**src/rsf_pkg.sv**
```systemverilog
// Shared constants for the rotate/set file-op decoder.
// Assumes a 100 MHz core clock; one instruction cycle is four clock phases.
// Overview of operation
// - Opcode 0011_00 with d, a and 8-bit f decodes rotate via carry.
// - Via-carry rotate shifts right; bit 0 to carry, carry to bit 7.
// - Via-carry rotate updates carry, negative and zero; rest kept.
// - Rotate destination 0 writes working register, 1 the file register.
// - Opcode 0100_00 decodes plain rotate; bit 0 goes to bit 7.
// - Plain rotate updates only negative and zero, carry untouched.
// - Opcode 0110_100 plus a writes ff to file; no flags, no W target.
// - Bank bit 0 selects access bank; 1 uses bank select register.
// - Bank bit 0 with extended set and f at most 5f uses indexed offset.
// - One word, one cycle: decode, read, process, write in Q1 to Q4.
// - File address is 8 bits spanning 0 to 255; d and a are single bits.
// - Instruction cycle is always four oscillator periods.
// - Logic is fully static; state holds while the clock stands still.
package rsf_pkg;
   // Opcode fields
   localparam logic [5:0] RSF_OP_RRC     = 6'h0c; // 0011_00
   localparam logic [5:0] RSF_OP_RRN     = 6'h10; // 0100_00
   localparam logic [6:0] RSF_OP_SET     = 7'h34; // 0110_100
   localparam int         RSF_D_BIT      = 9;
   localparam int         RSF_A_BIT      = 8;
   // Addressing
   localparam logic [7:0] RSF_IDX_LIMIT  = 8'h5f;
   localparam logic [7:0] RSF_ACC_SPLIT  = 8'h60;
   localparam logic [3:0] RSF_ACC_LO_BNK = 4'h0;
   localparam logic [3:0] RSF_ACC_HI_BNK = 4'hf;
   localparam logic [7:0] RSF_ALL_ONES   = 8'hff;
   // Status flag positions
   localparam int         RSF_C_BIT      = 0;
   localparam int         RSF_Z_BIT      = 2;
   localparam int         RSF_N_BIT      = 4;
   // Timing
   localparam int         RSF_CLK_NS     = 10;
   localparam int         RSF_PHASES     = 4;
   localparam logic [7:0] RSF_STATUS_RST = 8'h00;
   localparam logic [7:0] RSF_W_RST      = 8'h00;
   // Operation kinds
   typedef enum logic [1:0] {
      RSF_NONE = 2'b00,
      RSF_RRC  = 2'b01,
      RSF_RRN  = 2'b10,
      RSF_SET_FILE_ALL_ONES = 2'b11
   } rsf_op_e;
   // Phase states
   typedef enum logic [1:0] {
      RSF_Q1 = 2'b00,
      RSF_Q2 = 2'b01,
      RSF_Q3 = 2'b10,
      RSF_Q4 = 2'b11
   } rsf_phase_e;
endpackage

```
**src/rsf_phase.sv**
```systemverilog
// Four-phase sequencer for the rotate/set file-op decoder.
// Assumes synchronous active-high reset on the core clock.
module rsf_phase
   import rsf_pkg::*;
(
   // Clock and reset
   input  wire logic       ref_clk_i,
   input  wire logic       rst_i,
   // Phase outputs
   output rsf_phase_e      phase_o,
   output logic            cycle_start_o
);
   rsf_phase_e phase_reg;

   // Free-running four-phase counter
   always_ff @(posedge ref_clk_i) begin
      if (rst_i) begin
         phase_reg <= RSF_Q1;
      end else begin
         case (phase_reg)
            RSF_Q1:  phase_reg <= RSF_Q2;
            RSF_Q2:  phase_reg <= RSF_Q3;
            RSF_Q3:  phase_reg <= RSF_Q4;
            RSF_Q4:  phase_reg <= RSF_Q1;
            default: phase_reg <= RSF_Q1;
         endcase
      end
   end

   assign phase_o       = phase_reg;
   assign cycle_start_o = (phase_reg == RSF_Q1);
endmodule

```
**src/rsf_file_ops.sv**
```systemverilog
// Decoder and executor for rotate-right and set-file instructions.
// Assumes a register file answering reads combinationally within phase Q2.
module rsf_file_ops
   import rsf_pkg::*;
#(
   parameter int ADDR_W = 8
)
(
   // Clock and reset
   input  wire logic        ref_clk_i,
   input  wire logic        rst_i,
   // Instruction word, held stable across a cycle
   input  wire logic [15:0] instr_i,
   input  wire logic        instr_valid_i,
   // Core configuration
   input  wire logic [3:0]  bank_select_reg_i,
   input  wire logic        ext_set_en_i,
   input  wire logic [11:0] index_base_i,
   // Register file port
   output logic [11:0]      file_addr_o,
   output logic             file_rd_o,
   input  wire logic [7:0]  file_rdata_i,
   output logic             file_wr_o,
   output logic [7:0]       file_wdata_o,
   // Working register and status
   output logic [7:0]       w_o,
   output logic [7:0]       status_o,
   // Sequencing
   output logic [1:0]       phase_o,
   output logic             busy_o,
   output logic             illegal_o
);
   // Only an 8-bit file address field is served
   if (ADDR_W != 8) begin : g_addr_w_check
      $error("ADDR_W must be 8");
   end

   rsf_phase_e      phase;
   logic            cyc_start;
   rsf_op_e         op_reg;
   logic            dest_reg;
   logic            illegal_reg;
   logic [11:0]     addr_reg;
   logic [7:0]      opnd_reg;
   logic [7:0]      res_reg;
   logic [7:0]      res_next;
   logic            c_next;
   logic [7:0]      w_reg;
   logic [7:0]      status_reg;
   logic            wr_reg;
   logic [7:0]      wdata_reg;

   rsf_phase u_phase (
      .ref_clk_i     (ref_clk_i),
      .rst_i         (rst_i),
      .phase_o       (phase),
      .cycle_start_o (cyc_start)
   );

   // Decode opcode into an operation kind
   function automatic rsf_op_e decode_op(input logic [15:0] iw);
      rsf_op_e k;
      k = RSF_NONE;
      if (iw[15:10] == RSF_OP_RRC) k = RSF_RRC;
      else if (iw[15:10] == RSF_OP_RRN) k = RSF_RRN;
      else if (iw[15:9] == RSF_OP_SET) k = RSF_SET_FILE_ALL_ONES;
      return k;
   endfunction

   // Effective 12-bit file address from f, a and bank state
   function automatic logic [11:0] eff_addr(input logic [7:0] f,
                                             input logic a,
                                             input logic [3:0] bank_select_reg,
                                             input logic ext,
                                             input logic [11:0] base);
      logic [11:0] ea;
      ea = {bank_select_reg, f};
      if (!a) begin
         if (ext && f <= RSF_IDX_LIMIT) begin
            ea = 12'(base + {4'h0, f});
         end else if (f < RSF_ACC_SPLIT) begin
            ea = {RSF_ACC_LO_BNK, f};
         end else begin
            ea = {RSF_ACC_HI_BNK, f};
         end
      end
      return ea;
   endfunction

   // Q1: latch decode, address and destination
   always_ff @(posedge ref_clk_i) begin
      if (rst_i) begin
         op_reg      <= RSF_NONE;
         dest_reg    <= 1'b0;
         addr_reg    <= 12'h000;
         illegal_reg <= 1'b0;
      end else if (phase == RSF_Q1) begin
         op_reg      <= instr_valid_i ? decode_op(instr_i) : RSF_NONE;
         dest_reg    <= instr_i[RSF_D_BIT];
         addr_reg    <= eff_addr(instr_i[7:0], instr_i[RSF_A_BIT],
                                 bank_select_reg_i, ext_set_en_i,
                                 index_base_i);
         illegal_reg <= instr_valid_i && (decode_op(instr_i) == RSF_NONE);
      end
   end

   // Q2: read operand from the file
   always_ff @(posedge ref_clk_i) begin
      if (rst_i) begin
         opnd_reg <= 8'h00;
      end else if (phase == RSF_Q2) begin
         opnd_reg <= file_rdata_i;
      end
   end

   // Result and carry from the operand
   always_comb begin
      res_next = opnd_reg;
      c_next   = status_reg[RSF_C_BIT];
      case (op_reg)
         RSF_RRC: begin
            res_next = {status_reg[RSF_C_BIT], opnd_reg[7:1]};
            c_next   = opnd_reg[0];
         end
         RSF_RRN:  res_next = {opnd_reg[0], opnd_reg[7:1]};
         RSF_SET_FILE_ALL_ONES: res_next = RSF_ALL_ONES;
         default:  res_next = opnd_reg;
      endcase
   end

   // Q3: process data
   always_ff @(posedge ref_clk_i) begin
      if (rst_i) begin
         res_reg <= 8'h00;
      end else if (phase == RSF_Q3) begin
         res_reg <= res_next;
      end
   end

   // Q4: status flags
   always_ff @(posedge ref_clk_i) begin
      if (rst_i) begin
         status_reg <= RSF_STATUS_RST;
      end else if (phase == RSF_Q4) begin
         if (op_reg == RSF_RRC || op_reg == RSF_RRN) begin
            status_reg[RSF_N_BIT] <= res_reg[7];
            status_reg[RSF_Z_BIT] <= (res_reg == 8'h00);
         end
         if (op_reg == RSF_RRC) begin
            status_reg[RSF_C_BIT] <= c_next;
         end
      end
   end

   // Q4: working register destination
   always_ff @(posedge ref_clk_i) begin
      if (rst_i) begin
         w_reg <= RSF_W_RST;
      end else if (phase == RSF_Q4 && !dest_reg &&
                   (op_reg == RSF_RRC || op_reg == RSF_RRN)) begin
         w_reg <= res_reg;
      end
   end

   // Q4: file write strobe, one clock long
   always_ff @(posedge ref_clk_i) begin
      if (rst_i) begin
         wr_reg    <= 1'b0;
         wdata_reg <= 8'h00;
      end else begin
         wr_reg    <= (phase == RSF_Q3) && ((op_reg == RSF_SET_FILE_ALL_ONES) ||
                      (dest_reg && op_reg != RSF_NONE));
         wdata_reg <= res_next;
      end
   end

   // Outputs; all state is plain flip-flops, safe with a stopped clock
   assign file_addr_o  = addr_reg;
   assign file_rd_o    = (phase == RSF_Q2) && (op_reg != RSF_NONE);
   assign file_wr_o    = wr_reg;
   assign file_wdata_o = wdata_reg;
   assign w_o          = w_reg;
   assign status_o     = status_reg;
   assign phase_o      = phase;
   assign busy_o       = !cyc_start;
   assign illegal_o    = illegal_reg;
endmodule

```
**config.mk**
```make
export PLATFORM = sky130hd
export DESIGN_NAME = rsf_file_ops
export DESIGN_NICKNAME = d
export VERILOG_FILES = /design/src/rsf_pkg.sv /design/src/rsf_phase.sv /design/src/rsf_file_ops.sv
export SDC_FILE = /design/constraint.sdc
export NUM_CORES = 1
export LEC_CHECK = 0
export BUFFER_PORTS_ARGS = -buffer_cell sky130_fd_sc_hd__buf_4
export CAP_MARGIN = 20
export CORE_ASPECT_RATIO = 1.4
export CORE_MARGIN = 3
export CORE_UTILIZATION = 45
export DETAILED_ROUTE_END_ITERATION = 12
export PLACE_DENSITY = 0.69
export SYNTH_ARGS = -nofsm -noshare
export SYNTH_HDL_FRONTEND = slang
export SYNTH_SLANG_ARGS = --single-unit
```
**constraint.sdc**
```tcl
create_clock -name ref_clk_i -period 3.1 [get_ports ref_clk_i]
set_clock_uncertainty 0.15 [all_clocks]
set_input_delay 0.93 -clock ref_clk_i [delete_from_list [all_inputs] [get_ports ref_clk_i]]
set_output_delay 0.93 -clock ref_clk_i [all_outputs]
set_load 0.1 [all_outputs]
```
; Yosys cells after proc, flatten, opt, wreduce, memory -nomap -nowiden
; Index checks and enable logic that the tools add are counted.
; W data, S select, Z words.
[word_totals]
input_bits = 44
wordCells = 52
output_inout_bits = 42
ff_bits = 54
[classes]
eq_ne = 9
n_addsub = 1
magnitude_cmp = 2
n_reduce_logical = 17
n_mux = 11
[ops]
columns = op, n
row1 = $mux W12, 3
row2 = $pmux W8 S3, 1
row3 = $add A12 B8 Y12, 1
row4 = $mux W2, 6
row5 = $eq A2 B2 Y1 const B, 4
row6 = $le A8 B7 Y1 const B, 1
row7 = $logic_not A8 Y1, 1
row8 = $lt A8 B7 Y1 const B, 1
row9 = $pmux W2 S4, 1
row10 = $eq A7 B6 Y1 const B, 1
row11 = $logic_and A1 B1 Y1, 7
row12 = $eq A6 B4 Y1 const B, 1
row13 = $eq A6 B5 Y1 const B, 1
row14 = $eq A2 B1 Y1 const B, 2
row15 = $logic_not A2 Y1, 2
row16 = $reduce_and A2 Y1, 2
row17 = $logic_not A1 Y1, 2
row18 = $logic_or A1 B1 Y1, 2
row19 = $reduce_bool A2 Y1, 1

; Logic depth before layout (Yosys ltp)
; Gate-level depths: netlist of run 1.
[depth]
ltp_word = 8
mapped_depth = 8
ltp_nobuf = 8

; By module
; Synthesis of run 1 repeated with hierarchy kept, for this count alone.
[unflattened]
cells_unflattened = 364
area_unflattened_um2 = 2870.3
[by_module_without_submodules]
columns = mod, seq_area_each_um2, n_inst, cells_each, area_each_um2
row1 = rsf_file_ops, 1041.0, 1, 356, 2781.4
row2 = rsf_phase, 40.0, 1, 8, 88.8

; Worst setup path after synthesis of run 1
; No wires, ideal clock.
[synth_timing]
path_kind = register to output
startpoint = register u_phase.phase_reg[0] (netlist: u_phase.phase_o[0])
endpoint = output port file_rd_o
required_ns = 2.020
setup_slack_ns = -1.027
path_buffers = 1
stages_incl_launch_ff = 4
t_arrival_ns = 3.047
cell_sequence = dfxtp_1 -> ha_1 -> clkbuf_1 -> nor2b_1
[synth_via]
elab_chain_len = 2
[synth_rtl]
columns = item, line_no
row1 = "start, declared", rsf_phase.sv:13  ; rsf_phase_e phase_reg;
row2 = "start signal, assigned", rsf_phase.sv:18  ; phase_reg <= RSF_Q1;
row3 = "start signal, assigned", rsf_phase.sv:21  ; RSF_Q1: phase_reg <= RSF_Q2;
row4 = "start signal, assigned", rsf_phase.sv:22  ; RSF_Q2: phase_reg <= RSF_Q3;
row5 = $eq A2 B1 Y1, rsf_file_ops.sv:179  ; assign file_rd_o = (phase == RSF_Q2) && (op_reg != RSF_NONE);
row6 = $logic_and A1 B1 Y1, rsf_file_ops.sv:179
row7 = "end, declared", rsf_file_ops.sv:21  ; output logic file_rd_o,
; Every way passes these cells.

; Final worst setup path of run 1
[layout_timing]
startpoint = register op_reg[0]
endpoint = output port file_rd_o
[layout_via]
elab_chain_len = 2
[layout_rtl]
columns = item, line_no
row1 = "start, declared", rsf_file_ops.sv:40  ; rsf_op_e op_reg;
row2 = "start signal, assigned", rsf_file_ops.sv:98  ; op_reg <= instr_valid_i ? decode_op(instr_i) : RSF_NONE;
row3 = $reduce_bool A2 Y1, rsf_file_ops.sv:179
row4 = $logic_and A1 B1 Y1, rsf_file_ops.sv:179
; Every way passes these cells.

==> out/results.txt, run 1 <==
Max cap viols - 0
Clk sinks - 54
Sequential area share after synthesis - 0.381
Gate Count Post-Synth - 337
Data required, critical path - 2020 ps
Hold_buf cts - 0
Combinational share of power - 0.476
P_sw - 1.14 mW
Int Power - 1.27 mW
Run status - completed
DRT iter0 DRCs - 108
CTS Buf Count - 5
Synth cell types - 56
Setup crit start kind - flip-flop
Biggest cell delay along the critical path - 390 ps
Row cnt - 33
Seq pwr share - 0.350
Worst Hold Class - reg2reg
Pin count of the biggest net entering global routing - 54
Least-Margin Pin Slew - 548 ps
Clock transition at the registers of the reported paths - 110 ps
Vias in the first global route - 2,571
Peak VDD IR - 385 uV
DRC - 0
Starting Density - 0.474
Arr. time, crit path - 1650 ps
Final ANT Viol Nets - 0
Port bufs - 80
Setup TNS Final - 0 ps
Period minus WS final - 2730 ps
Share of cells above drive strength 1 - 0.250
Die Wd - 73.1 um
CTS max path bufs - 2
CP max stage cell - dfxtp_1
Ys flop type - dfxtp_1
PnR worst setup slack - 370 ps
HPWL Detailed - 5.15 mm
Setup crit end kind - primary output
Max reg flops - 12
Die area - 7310 um^2
All-Layer GR Usage - 0.189
H-tree levels - 2
Fmax - 366 MHz
Final Hold Fails - 0
Skew-Pair Late Insertion Delay - 320 ps
Sw Ratio - 0.472
Fin crit share - 0.881
Ys async rst share - 0
Synth warn - 0
Final setup viols - 0
Worst path buffer plus inverter count - 2
Synthesized area - 2840 um^2
Core Region - 5990 um^2
Max Slew Vio Count - 0
Crit path cell chain - inv_1 -> ha_1 -> nor2b_4 -> buf_4
Vias/cell - 5.34
CTS tree - yes
Mapped Avg Cell Area - 8.42 um^2
Post-synth EDFFs - 0
P_leak - 1.56 nW
Post-Route WL - 6.60 mm
Number of synthesized register bits - 54
CTS root buf - clkbuf_8
Layout Nets - 473
Pre-CTS setup slack - 236 ps
Die Height - 100 um
First-pass GRT wire length - 11.1 mm
Peak fanout along the critical path - 16
Worst setup path class - reg2out
Commonest non-fill, non-tap cells in the layout - buf_4 (84), dfxtp_1 (52), nand2_1 (39)
Clock power share - 0.174
# IOs - 86
1st-pass router iterations - 5
Commonest non-fill, non-tap cell in the layout - buf_4
Initial antenna violation count - 0
Grt ovf - 0
WL per Instance - 13.7 um
Vias - 2,574
Post-CTS Setup Bufs - 0
Layout area overhead - 26.0%
RD Place Congestion - 0.874
Final Instance Count excl. Fillers - 482
Diode count - 0
Placed cell count - 474
# fillers - 567
CP delay by family, top - flip-flops
Slew HR - 0.635
Unrepaired setup endpoints after global routing - false
Cell Pwr Density - 674 nW/um^2
Post-cts resize count - 0
final timing paths:
check,slack (ps),end,start,cells after the start
setup / recovery,370,file_rd_o,op_reg[0],4
hold / removal,310,w_o[2],w_o[2],2
setup reg to reg,910,file_addr_o[10],u_phase.phase_o[1],8
hold reg to reg,310,w_o[2],w_o[2],2
synth_stat cells, types with 2 or more instances:
cell type,n,area [um^2]
o21ai_0,10,50.1
or3b_2,2,17.5
ha_1,17,213
nor3_1,7,35.0
nor2b_1,14,87.6
a21o_1,3,22.5
nand2_1,39,146
dfxtp_1,54,1080
nor2_1,36,135
nand2b_1,2,12.5
inv_1,14,52.6
nor4_1,2,12.5
or2_2,2,12.5
clkbuf_1,12,45.0
nand3_1,7,35.0
buf_2,3,15.0
a211oi_1,5,37.5
or3_1,4,25.0
mux2i_1,19,190
a21oi_1,33,165
nand3b_1,3,22.5
buf_4,5,37.5
o211ai_1,2,15.0
a311oi_1,2,17.5
nand4_1,4,25.0
o21a_1,6,45.0
power by group through the flow:
stage	Sequential, mW	Clock, mW	Combinational, mW
2_1_floorplan	1.30	0	0.443
3_3_place_gp	0.859	0	1.15
3_5_place_dp	0.860	0	1.16
4_1_cts	0.846	0.433	1.16
5_1_grt	0.857	0.457	1.22
6_report	0.845	0.420	1.15
tightest hold or removal path, delay by kind of cell, from the launching register on:
kind | cells | cell delay, ps
flip-flops | 1 | 330
AO/OA/AOI/OAI | 1 | 50
AND/OR/NAND/NOR | 1 | 50
cell families after synthesis:
kind of cell / Yosys count / synth area share
compound gates: 78 / 0.186
xor+xnor: 1 / 0.00309
fa+ha+maj: 18 / 0.0820
buf+inv: 35 / 0.0542
flops: 54 / 0.381
mux: 19 / 0.0670
other cells: 1 / 0.00132
simple gates: 131 / 0.226
metrics by stage:
step / power, mW / instance area (um^2) / util / hold WS [ps]
finish: 2.41 / 3580 / 0.598 / 311
detailed placement: 2.02 / 3480 / 0.581 / 299
CTS: 2.44 / 3580 / 0.598 / 315
global placement: 2.01 / 3480 / 0.581 / 297
global route: 2.54 / 3580 / 0.598 / 330
floorplan: 1.75 / 2870 / - / 294
layer usage:
metal	track usage	part of all wire	vias to the layer above
met5	0	0	-
met4	0.0639	0.020	0
met3	0.0381	0.057	13
met2	0.358	0.53	73
met1	0.199	0.39	1168
li1	-	-	1320
cell type report:
| class | instances | area (um^2) | area share |
|---|---|---|---|
| clock buffers | 5 | 68.8 | 0.0192 |
| clock inverters | 3 | 28.8 | 0.00804 |
| inverters | 14 | 52.6 | 0.0147 |
| multi-input cells | 252 | 1630 | 0.455 |
| flip-flops and latches | 54 | 1080 | 0.303 |
| well taps | 70 | 87.6 | 0.0245 |
| repair buffers | 84 | 631 | 0.176 |
No activity file was read; power rests on OpenSTA's default activity.
==> inputs of run 2 (changes only) <==
--- a/config.mk
+++ b/config.mk
@@ -5,6 +5,7 @@
 export SDC_FILE = /design/constraint.sdc
 export NUM_CORES = 1
 export LEC_CHECK = 0
+export ABC_AREA = 1
 export BUFFER_PORTS_ARGS = -buffer_cell sky130_fd_sc_hd__buf_4
 export CAP_MARGIN = 20
 export CORE_ASPECT_RATIO = 1.4
==> run 2 against run 1 <==
Against the previous run:
- via count rose by 9.5%
- flip-flop and latch count did not move
- global-route usage rose by 1.3 points
- clock power rose by 11%
- final area rose by 0.21%
- first-iteration DRC count rose by 61%
- count of clock-buffer cells in the layout rose by 1
- core utilization rose by 0.13 points
- sequential share of layout area fell by 0.098 points
- critical path depth rose by 1
- die area fell by 0.17%
- sequential power rose by 20%
- critical path type unchanged
- largest cell class unchanged
- largest power group unchanged
- highest routed layer unchanged
==> out/results.txt, run 2 <==
Run status - completed
Synth cell types - 35
Max reg flops - 12
Layout Nets - 543
1st-pass router iterations - 4
Final setup viols - 0
Post-DP Area - 3480 um^2
Top-area cell type share of the netlist area - 0.381
Port bufs - 80
Mapped Avg Cell Area - 7.03 um^2
Worst hold slack - 324 ps
Setup crit end kind - primary output
Post-cts resize count - 0
RD Place Congestion - 0.939
Diode count - 0
Post-synth EDFFs - 0
Post-CTS Setup Bufs - 0
Post-Route WL - 7.27 mm
Placed cell count - 544
Vias - 2,819
Setup crit start kind - flip-flop
Unrepaired setup endpoints after global routing - false
Top cells by count, synth - nor2_1 (75), nand2_1 (74), dfxtp_1 (54)
Max cap viols - 0
Synthesized area - 2830 um^2
Busiest layer in global routing - met2
Period minus WS final - 2910 ps
Hold Crit Depth - 2
CTS max path bufs - 2
Row cnt - 33
DRC - 0
Ys flop type - dfxtp_1
DRT iter0 DRCs - 174
Least-Margin Pin Slew - 500 ps
Core Region - 5990 um^2
Vias in the first global route - 2,733
Area contributors post-synth - dfxtp_1 (38%), nor2_1 (9.9%), nand2_1 (9.8%)
Worst Hold Class - reg2reg
Hold_buf cts - 0
Reg2Reg Depth - 7
Skew-Pair Late Insertion Delay - 300 ps
First-pass GRT wire length - 11.8 mm
Ys async rst share - 0
# IOs - 86
Peak VDD IR - 398 uV
Final Instance Count excl. Fillers - 552
Fin crit share - 0.938
Initial antenna violation count - 0
CTS tree - yes
All-Layer GR Usage - 0.202
Most common cell in the netlist - nor2_1
Max Slew Vio Count - 0
Layout area overhead - 26.5%
CTS Buf Count - 5
CTS root buf - clkbuf_8
Sequential area share after synthesis - 0.381
H-tree levels - 2
GR Layer Usage met3 - 0.0371
Die Wd - 73.1 um
P_leak - 1.77 nW
Die Height - 99.9 um
Worst setup path class - reg2out
Slew HR - 0.667
Share of cells above drive strength 1 - 0.212
HPWL Detailed - 5.69 mm
Commonest non-fill, non-tap cells in the layout - buf_4 (82), nor2_1 (74), nand2_1 (74)
Cell type with the largest total area after synthesis - dfxtp_1
Fmax - 344 MHz
Data required, critical path - 2020 ps
Pin count of the biggest net entering global routing - 32
Vias/cell - 5.11
Arr. time, crit path - 1830 ps
Final ANT Viol Nets - 0
Setup TNS Final - 0 ps
Commonest non-fill, non-tap cell in the layout - buf_4
Peak fanout along the critical path - 9
WL per Instance - 13.2 um
Cell Pwr Density - 880 nW/um^2
Final instance area - 3590 um^2
Number of synthesized register bits - 54
Final Hold Fails - 0
Met1 usage - 0.211
Starting Density - 0.473
Die area - 7300 um^2
Synth warn - 0
Clk sinks - 54
Met2 GRT Util - 0.377
Gate Count Post-Synth - 403
Clock transition at the registers of the reported paths - 90 ps
Grt ovf - 0
## run 2: cell types whose count changed in the layout (fill, tap and decap cells not counted), moves of 4 or more
cell / previous run / this run
nor3_1: 7 / 2
nor2_1: 36 / 74
mux2i_1: 19 / 0
or3_1: 4 / 0
o21a_1: 6 / 1
a211oi_1: 5 / 0
nor2b_1: 13 / 0
inv_1: 14 / 38
o21ai_1: 0 / 4
nand2_1: 39 / 74
o21ai_0: 10 / 43
nand3_1: 7 / 15
## run 2: power by group
part           total (mW)  switching [mW]  internal [mW]
logic                1.68            1.29          0.389
registers            1.01           0.127          0.884
clock network       0.466           0.225          0.241
total                3.16            1.64           1.51
## run 2: area by class of cell
cell class | instances | area [um^2]
clock inverter | 2 | 37.5
sequential | 54 | 1080
inverter | 40 | 150
clock buffer | 6 | 72.6
timing repair buffer | 82 | 616
tap | 70 | 87.6
fill | 592 | 2400
multi-input combinational | 298 | 1540
## run 2: per-layer routing
| metal | up-vias | wire length, um |
|---|---|---|
| met2 | 95 | 3960 |
| met4 | 0 | 184 |
| li1 | 1450 | - |
| met3 | 21 | 364 |
| met1 | 1253 | 2760 |
| met5 | - | 0 |
## run 2: cells by family after synthesis
| kind of cell | count (synthesis) | share of synthesized area |
|---|---|---|
| AO/OA/AOI/OAI | 88 | 0.166 |
| XOR/XNOR | 5 | 0.0155 |
| adder cells (fa/ha/maj) | 18 | 0.0821 |
| buffers and inverters | 55 | 0.0830 |
| flip-flops | 54 | 0.381 |
| other | 1 | 0.00132 |
| AND/OR/NAND/NOR | 182 | 0.271 |
## run 2: final timing paths
kind                      startpoint  slack [ps]         endpoint
setup / recovery  u_phase.phase_o[1]         190        file_rd_o
hold / removal       file_addr_o[10]         320  file_addr_o[10]
setup reg to reg           op_reg[0]        1120           w_o[7]
hold reg to reg      file_addr_o[10]         320  file_addr_o[10]
## run 2: through the flow
step,worst slack [ps],utilization,power (mW)
after CTS,185,0.599,3.17
final,194,0.599,3.16
after global routing,4.30,0.599,3.32
after detailed placement,536,0.581,2.70
after floorplan,17.4,-,2.32
after global placement,575,0.581,2.69
## run 2: worst max-delay path, cell delays in order, from the launching register on
cell      delay (ps)
dfxtp_1          350
inv_1            100
ha_1             320
clkinv_1         310
nor2_4           140
buf_4            300
